===== src/tmq_pkg.sv =====
package tmq_pkg;
    // count register address and layout
    localparam logic [7:0] TIMER_COUNT_ADDR  = 8'h01;
    localparam int         COUNT_W           = 8;
    // option word fields and value after reset
    localparam int         OPT_CLOCK_SRC_BIT = 5;
    localparam int         OPT_EDGE_BIT      = 4;
    localparam int         OPT_ASSIGN_BIT    = 3;
    localparam int         OPT_RATIO_LSB     = 0;
    localparam int         OPT_RATIO_W       = 3;
    localparam logic [7:0] OPTION_RESET      = 8'hff;
    localparam logic [5:0] DIR_RESET         = 6'h3f;
    localparam logic [7:0] PRESCALER_RESET   = 8'h00;
    // instruction cycle is four phases of the oscillator clock
    localparam int         PHASES_PER_CYCLE  = 4;
    localparam logic [1:0] PHASE_FIRST       = 2'd0;
    localparam logic [1:0] PHASE_SECOND      = 2'd1;
    localparam logic [1:0] PHASE_FOURTH      = 2'd3;
    localparam logic [1:0] INHIBIT_CYCLES    = 2'd2;
    localparam int         PRESCALER_W       = 8;
endpackage


===== src/tmq_phase_gen.sv =====
`timescale 1ns/1ps
// four-phase sequencer: each clk_i edge is one oscillator period
module tmq_phase_gen (
    input  wire logic       clk_i,
    input  wire logic       rstn_i,
    output logic [1:0]      phase_o,
    output logic            cycle_end_o
);
    logic [1:0] phase_r;

    // free running phase counter, wraps after the fourth phase
    always_ff @(posedge clk_i or negedge rstn_i) begin
        if (!rstn_i) begin
            phase_r <= tmq_pkg::PHASE_FIRST;
        end else begin
            phase_r <= phase_r + 2'd1;
        end
    end

    assign phase_o     = phase_r;
    assign cycle_end_o = (phase_r == tmq_pkg::PHASE_FOURTH);
endmodule


===== src/tmq_prescaler.sv =====
`timescale 1ns/1ps
// shared 8-bit divider, no read or write path from software
module tmq_prescaler #(
    parameter int WIDTH = 8
) (
    input  wire logic             clk_i,
    input  wire logic             rstn_i,
    input  wire logic             clear_i,
    input  wire logic             tick_i,
    output logic [WIDTH-1:0]      count_o
);
    logic [WIDTH-1:0] count_r;

    // clear beats tick; zero on reset
    always_ff @(posedge clk_i or negedge rstn_i) begin
        if (!rstn_i) begin
            count_r <= '0;
        end else if (clear_i) begin
            count_r <= '0;
        end else if (tick_i) begin
            count_r <= count_r + {{(WIDTH-1){1'b0}}, 1'b1};
        end
    end

    assign count_o = count_r;
endmodule


===== src/tmq_timer.sv =====
// Contract
// - select bit low: timer mode, one increment per instruction cycle without prescaler.
// - after a count write, no counting for two instruction cycles, then resume.
// - select bit high: counter mode, counts edges of the external pin.
// - edge bit low counts rising edges, high counts falling edges.
// - prescaler serves timer or watchdog only; assign bit zero gives it to timer.
// - timer prescale ratios run 1:2 to 1:256 in power-of-two steps.
// - prescaler is an 8-bit counter, prescaler or watchdog postscaler.
// - software cannot read or load the prescaler.
// - count writes clear the prescaler while it belongs to the timer.
// - watchdog clear clears prescaler while it belongs to the watchdog.
// - any reset zeroes the prescaler.
// - counter mode samples the clock source in second and fourth phases.
// - count increments three to seven periods after an effective pin change; here two to four without the prescaler, three to five with it.
// - count is 8-bit read/write at address 01h, kept over reset.
// - select bit high overrides the pin direction to input.
`timescale 1ns/1ps
module tmq_timer #(
    parameter int COUNT_W     = 8,
    parameter int PRESCALER_W = 8
) (
    input  wire logic                clk_i,
    input  wire logic                rstn_i,
    input  wire logic                reg_wr_i,
    input  wire logic                reg_rd_i,
    input  wire logic [7:0]          reg_addr_i,
    input  wire logic [7:0]          reg_wdata_i,
    input  wire logic                option_wr_i,
    input  wire logic [7:0]          option_data_i,
    input  wire logic                dir_gp_wr_i,
    input  wire logic                dir_c_wr_i,
    input  wire logic [5:0]          dir_data_i,
    input  wire logic                watchdog_clear_op_i,
    input  wire logic                external_count_input_i,
    output logic [7:0]               reg_rdata_o,
    output logic [7:0]               timer_count_o,
    output logic [7:0]               option_o,
    output logic [5:0]               direction_gp_o,
    output logic [5:0]               direction_c_o,
    output logic                     count_pin_input_o,
    output logic                     watchdog_tick_o,
    output logic [PRESCALER_W-1:0]   watchdog_post_o
);
    logic [1:0]             phase;
    logic                   cycle_end;
    logic [COUNT_W-1:0]     count_r;
    logic [COUNT_W-1:0]     count_nxt;
    logic [7:0]             option_r;
    logic [5:0]             dir_gp_r;
    logic [5:0]             dir_c_r;
    logic [1:0]             inhibit_r;
    logic                   ext_edge_r;
    logic                   src_prev_r;
    logic                   sample_r;
    logic                   sample_prev_r;
    logic                   pre_clear;
    logic                   pre_tick;
    logic [PRESCALER_W-1:0] pre_count;
    logic                   pre_out_prev_r;
    logic                   pre_out;
    logic                   clk_src_sel;
    logic                   edge_sel;
    logic                   to_watchdog;
    logic [2:0]             ratio;
    logic                   count_write;
    logic                   raw_tick;
    logic                   count_tick;
    logic [7:0]             rdata_r;
    logic                   wd_tick_r;
    logic                   pin_input_r;

    // option fields
    assign clk_src_sel = option_r[tmq_pkg::OPT_CLOCK_SRC_BIT];
    assign edge_sel    = option_r[tmq_pkg::OPT_EDGE_BIT];
    assign to_watchdog = option_r[tmq_pkg::OPT_ASSIGN_BIT];
    assign ratio       = option_r[tmq_pkg::OPT_RATIO_LSB +: tmq_pkg::OPT_RATIO_W];
    assign count_write = reg_wr_i && (reg_addr_i == tmq_pkg::TIMER_COUNT_ADDR);

    // picks the prescaler bit whose toggle gives divide by 2^(n+1)
    function automatic logic ratio_tap(input logic [PRESCALER_W-1:0] cnt,
                                       input logic [2:0] n);
        ratio_tap = cnt[n];
    endfunction

    tmq_phase_gen u_phase (
        .clk_i       (clk_i),
        .rstn_i      (rstn_i),
        .phase_o     (phase),
        .cycle_end_o (cycle_end)
    );

    // edge detect on the selected source edge of the pin
    always_ff @(posedge clk_i or negedge rstn_i) begin
        if (!rstn_i) begin
            src_prev_r <= 1'b0;
        end else begin
            src_prev_r <= external_count_input_i;
        end
    end
    always_comb begin
        if (edge_sel) begin
            ext_edge_r = src_prev_r && !external_count_input_i;
        end else begin
            ext_edge_r = !src_prev_r && external_count_input_i;
        end
    end

    // prescaler clocking: source is pin edge or instruction cycle; watchdog
    // ticks are fed back here only as cycle strobes (watchdog outside block)
    always_comb begin
        if (to_watchdog) begin
            pre_tick  = cycle_end;
            pre_clear = watchdog_clear_op_i;
        end else begin
            pre_tick  = clk_src_sel ? ext_edge_r : cycle_end;
            pre_clear = count_write;
        end
    end

    tmq_prescaler #(
        .WIDTH (PRESCALER_W)
    ) u_pre (
        .clk_i   (clk_i),
        .rstn_i  (rstn_i),
        .clear_i (pre_clear),
        .tick_i  (pre_tick),
        .count_o (pre_count)
    );

    // prescaler output: tapped divider bit when assigned to timer
    assign pre_out = ratio_tap(pre_count, ratio);

    always_ff @(posedge clk_i or negedge rstn_i) begin
        if (!rstn_i) begin
            pre_out_prev_r <= 1'b0;
        end else begin
            pre_out_prev_r <= pre_out;
        end
    end

    // counter mode: sample source in second and fourth phases
    always_ff @(posedge clk_i or negedge rstn_i) begin
        if (!rstn_i) begin
            sample_r      <= 1'b0;
            sample_prev_r <= 1'b0;
        end else if (phase == tmq_pkg::PHASE_SECOND || phase == tmq_pkg::PHASE_FOURTH) begin
            sample_prev_r <= sample_r;
            if (to_watchdog) begin
                sample_r <= edge_sel ? !external_count_input_i : external_count_input_i;
            end else begin
                sample_r <= !pre_out; // falling tap edge closes a full ratio
            end
        end
    end

    // increment strobe for the count register
    always_comb begin
        if (!clk_src_sel) begin
            if (to_watchdog) begin
                raw_tick = cycle_end;
            end else begin
                raw_tick = pre_out_prev_r && !pre_out;
            end
        end else begin
            // each sampled pair is judged once, on the edge that replaces it
            raw_tick = sample_r && !sample_prev_r
                       && (phase == tmq_pkg::PHASE_SECOND || phase == tmq_pkg::PHASE_FOURTH);
        end
        count_tick = raw_tick && (inhibit_r == 2'd0);
    end

    // two-cycle inhibit after a count write
    always_ff @(posedge clk_i or negedge rstn_i) begin
        if (!rstn_i) begin
            inhibit_r <= 2'd0;
        end else if (count_write) begin
            inhibit_r <= tmq_pkg::INHIBIT_CYCLES;
        end else if (cycle_end && inhibit_r != 2'd0) begin
            inhibit_r <= inhibit_r - 2'd1;
        end
    end

    // count register: no reset, keeps value across resets
    always_comb begin
        if (count_write) begin
            count_nxt = reg_wdata_i[COUNT_W-1:0];
        end else if (count_tick) begin
            count_nxt = count_r + {{(COUNT_W-1){1'b0}}, 1'b1};
        end else begin
            count_nxt = count_r;
        end
    end
    always_ff @(posedge clk_i) begin
        count_r <= count_nxt;
    end

    // option and direction registers, write only
    always_ff @(posedge clk_i or negedge rstn_i) begin
        if (!rstn_i) begin
            option_r <= tmq_pkg::OPTION_RESET;
            dir_gp_r <= tmq_pkg::DIR_RESET;
            dir_c_r  <= tmq_pkg::DIR_RESET;
            pin_input_r <= tmq_pkg::OPTION_RESET[tmq_pkg::OPT_CLOCK_SRC_BIT]
                           || tmq_pkg::DIR_RESET[5];
        end else begin
            // count pin direction follows the next option and direction values
            pin_input_r <= (option_wr_i ? option_data_i[tmq_pkg::OPT_CLOCK_SRC_BIT] : clk_src_sel)
                           || (dir_c_wr_i ? dir_data_i[5] : dir_c_r[5]);
            if (option_wr_i) begin
                option_r <= option_data_i;
            end
            if (dir_gp_wr_i) begin
                dir_gp_r <= dir_data_i;
            end
            if (dir_c_wr_i) begin
                dir_c_r <= dir_data_i;
            end
        end
    end

    // read data: count only, prescaler has no read path
    always_ff @(posedge clk_i or negedge rstn_i) begin
        if (!rstn_i) begin
            rdata_r <= 8'h00;
        end else if (reg_rd_i) begin
            if (reg_addr_i == tmq_pkg::TIMER_COUNT_ADDR) begin
                rdata_r <= count_nxt;
            end else begin
                rdata_r <= 8'h00;
            end
        end
    end

    // watchdog postscaler strobe
    always_ff @(posedge clk_i or negedge rstn_i) begin
        if (!rstn_i) begin
            wd_tick_r <= 1'b0;
        end else begin
            wd_tick_r <= to_watchdog && pre_tick && (pre_count == '1);
        end
    end

    assign reg_rdata_o       = rdata_r;
    assign timer_count_o     = count_r;
    assign option_o          = option_r;
    assign direction_gp_o    = dir_gp_r;
    assign direction_c_o     = dir_c_r;
    assign count_pin_input_o = pin_input_r;
    assign watchdog_tick_o   = wd_tick_r;
    assign watchdog_post_o   = pre_count;
endmodule


===== config.mk =====
export PLATFORM = sky130hd
export DESIGN_NAME = tmq_timer
export DESIGN_NICKNAME = d
export VERILOG_FILES = /design/src/tmq_pkg.sv /design/src/tmq_phase_gen.sv /design/src/tmq_prescaler.sv /design/src/tmq_timer.sv
export SDC_FILE = /design/constraint.sdc
export NUM_CORES = 1
export LEC_CHECK = 0
export BUFFER_PORTS_ARGS = -buffer_cell sky130_fd_sc_hd__buf_2
export CAP_MARGIN = 20
export CORE_UTILIZATION = 50
export DETAILED_ROUTE_END_ITERATION = 6
export GPL_ROUTABILITY_DRIVEN = 0
export HOLD_SLACK_MARGIN = 0.05
export PLACE_DENSITY_LB_ADDON = 0.15
export SYNTH_ARGS = -nofsm -noshare
export SYNTH_HDL_FRONTEND = slang
export SYNTH_SLANG_ARGS = --single-unit

===== constraint.sdc =====
create_clock -name clk_i -period 2.6 [get_ports clk_i]
set_input_delay 0.52 -clock clk_i [delete_from_list [all_inputs] [get_ports clk_i]]
set_output_delay 0.52 -clock clk_i [all_outputs]
set_load 0.02 [all_outputs]

==> reports/metrics.csv <==
stage,metric,value,unit
logic_synthesis,Unique masters post-synth,40,
final_layout,Fillers,408,
cts,CTS root buffer,clkbuf_8,
logic_synthesis,post-synthesis simple-gate area fraction,0.132,
grt,met2 Usage GRT,0.327,
final_layout,Final Non-Filler Cells,370,
logic_synthesis,"FF+latch count, synth",54,
drt,Vias/cell,5.12,
hold_path,Hold Path Class,in2async,
logic_synthesis,multiplexer area fraction after synthesis,0.138,
critical_path,CP Launch Point,option_o[0],
timing,Final Critical Period,2.26,ns
cts,hold_buf cts,0,
placed_design,Setup WS pre-CTS,0.364,ns
drt,1st-iter DRT viols,85,
timing,Worst slew margin,0.516,
logic_synthesis,top cell type's share of synthesized area,0.254,
timing,fmax,443,MHz
die,core area,4720,sq um
die,die area,5210,sq um
drt,DRT Wirelength,4840,um
cts,worst skew pair latency,0.30,ns
timing,fin worst setup slack,0.344,ns
power_and_ir_drop,Max IR drop VDD,0.314,mV
final_layout,final core utilization,0.647,
die,Chip Height,72.2,um
logic_synthesis,asr flop ratio synth,0.852,
cts,clk slew on worst S/H paths,0.09,ns
logic_synthesis,Synth Area in Compound Gates,0.0854,
logic_synthesis,syn nets,257,
drt,post-route ant nets,0,
critical_path,critical path endpoint category,register,
critical_path,Crit Path Category,reg2reg,
timing,fin. max-slew vios,0,
final_layout,n_diodes,0,
placed_design,# port buffers,84,
die,# IOs,85,
final_layout,fraction of layout instances using a drive strength above 1,0.475,
grt,GR met3 Demand/Resource,0.0389,
cts,postcts setup bufs,0,
critical_path,CP startpoint kind,register,
cts,CTS Buf Count,5,
drt,1st-pass router iterations,4,
grt,initial antenna violation count,0,
final_layout,P&R area growth vs syn,24.2,%
cts,CTS tree,built,
grt,first-pass GRT wire length,7980,um
critical_path,worst path arrival time,2.46,ns
flow_run,max-cap viol count,0,
grt,largest net degree at the start of global routing,47,
die,Rows,25,
grt,Total GRT Usage,0.198,
placed_design,Post-DP HPWL,3600,um
logic_synthesis,syn avg cell area,11.6,sq um
cts,CTS sink cnt,54,
timing,worst-margin pin slew,0.727,ns
logic_synthesis,Synth Area in Adders,0.0254,
grt,GR Util met1,0.262,
power_and_ir_drop,LEAKAGE,1.43,nW
critical_path,FF-to-FF Start,option_o[0],
logic_synthesis,Synth Cell Area,2460,sq um
final_layout,nets,346,
cts,CTS Buffer Depth,2,
placed_design,placed instance count,362,
logic_synthesis,cell taking the most area after synthesis,dfrtp_1,
critical_path,CP Data Required Time,2.80,ns
grt,busiest metal layer after global routing,met2,
critical_path,worst-path fanout max,6,
timing,final setup vio count,0,
logic_synthesis,Yosys warnings,0,
power_and_ir_drop,PwrDens,741,nW/um^2
timing,Final Hold Viols,0,
logic_synthesis,largest family of logic cells by synthesized area,multiplexers,
die,Die Width,72.2,um
cts,H-tree depth,2,
timing,Worst Skew,0.00583,ns
timing,TNS Setup,0,ns
outcome,status,completed,
logic_synthesis,Post-synth EDFFs,0,
logic_synthesis,"Seq/Total Area, Yosys",0.543,
grt,Overflow after GRT,0,
drt,DR WL/cell,13.1,um
grt,number of global-route vias before repair,1753,
logic_synthesis,Synth Area in XOR/XNOR,0.0534,
drt,vias,1895,
die,initial core utilization,0.521,
timing,RSZ-0062 raised after global routing,no,
logic_synthesis,"top cells by area, synth","dfrtp_1 (25%), dfstp_2 (22%), mux2_2 (9.6%)",
logic_synthesis,main flop type after synthesis,dfrtp_1,
cts,cts repair resizes,0,
timing,final clock period utilization by the worst path,0.868,
logic_synthesis,Synth Instances,213,
drt,# DRC,0,
[power breakdown]
part / total (mW) / internal (mW) / switching, mW
registers: 1.14 / 0.996 / 0.139
logic: 0.659 / 0.299 / 0.361
clock network: 0.470 / 0.215 / 0.255
total: 2.27 / 1.51 / 0.755
[area by class of cell]
class | instances | area (sq um) | share of cell area
clock inverter | 1 | 5.00 | 0.00164
sequential | 54 | 1340 | 0.437
inverter | 7 | 26.3 | 0.00859
tap | 67 | 83.8 | 0.0274
clock buffer | 7 | 86.3 | 0.0282
timing repair buffer | 88 | 450 | 0.147
multi-input combinational | 146 | 1070 | 0.349
[worst paths after layout]
check,cells after the start,slack (ns),to
max in group asynchronous,2,1.92,option_o[2]
min,2,0.29,reg_rdata_o[7]
min in group clk_i,1,0.37,src_prev_r
min reg2reg,1,0.47,u_phase.phase_o[0]
max reg2reg,6,0.34,timer_count_o[1]
max,6,0.34,timer_count_o[1]
[placed cells by master (no fill, tap or decap), types with 2 or more instances in the layout]
| master | instances |
|---|---|
| a21oi_1 | 10 |
| a22oi_1 | 6 |
| and3_1 | 2 |
| buf_2 | 84 |
| buf_4 | 4 |
| clkbuf_8 | 6 |
| dfrtp_1 | 25 |
| dfstp_2 | 21 |
| dfxtp_1 | 8 |
| ha_1 | 5 |
| inv_1 | 7 |
| mux2_2 | 21 |
| mux2_4 | 2 |
| mux2i_1 | 5 |
| nand2_1 | 10 |
| nand2b_1 | 3 |
| nand3_1 | 7 |
| nand4_1 | 2 |
| nor2_1 | 18 |
| nor2b_1 | 2 |
| nor3_1 | 7 |
| nor3b_1 | 2 |
| nor4_1 | 2 |
| o21ai_0 | 12 |
| xnor2_1 | 14 |
[logic make-up (layout without fill, tap and decap cells)]
group | count (synthesis) | in the layout
DFF | 54 | 54
xor gates and xnor gates | 15 | 15
adders and majority gates | 5 | 5
muxes | 29 | 29
buffers and inverters | 13 | 103
and+or+nand+nor | 64 | 64
AOI/OAI and AO/OA | 33 | 33
[Yosys cell counts, drive strengths merged (2+ instances only)]
cell type	n
a21oi	10
o21ai	13
nor3	7
dfxtp	8
nor2b	2
nand2	10
inv	7
nor4	2
nor3b	2
nand4	2
a22oi	6
xnor2	14
ha	5
mux2	23
nor2	19
clkbuf	5
dfstp	21
nand3	7
and3	2
dfrtp	25
or2	2
mux2i	5
nand2b	3
[layer usage]
| metal | share of wire | wire (um) | vias to the layer above |
|---|---|---|---|
| met5 | 0 | 0 | - |
| met4 | 0.017 | 81 | 0 |
| met3 | 0.054 | 259 | 8 |
| met2 | 0.50 | 2410 | 65 |
| met1 | 0.43 | 2090 | 892 |
| li1 | - | - | 930 |
[metrics by stage]
stage | cell area, sq um | hold slack [ns] | power [mW]
floorplan | 2460 | 0.224 | 1.58
global placement | 2970 | 0.448 | 1.79
detailed placement | 2970 | 0.459 | 1.82
CTS | 3060 | 0.306 | 2.29
global route | 3060 | 0.338 | 2.40
finish | 3060 | 0.289 | 2.27
[critical path: stages, from the launching register on]
cell and delay (ns):
dfstp_2 0.61, mux2i_1 0.09, mux4_2 0.53, a221oi_4 0.28, nor2_2 0.09, mux2_4 0.31, mux2_4 0.25
[registers in the layout, summed over array words and instances, names as in the netlist]
name and cells:
option_o 8, reg_rdata_o 8, timer_count_o 8, u_pre.count_o 8, direction_c_o 6, direction_gp_o 6
inhibit_r 2, u_phase.phase_o 2, count_pin_input_o 1, pre_out_prev_r 1, sample_prev_r 1, sample_r 1
src_prev_r 1, watchdog_tick_o 1
Note: power is estimated with default switching activity, not from simulation.
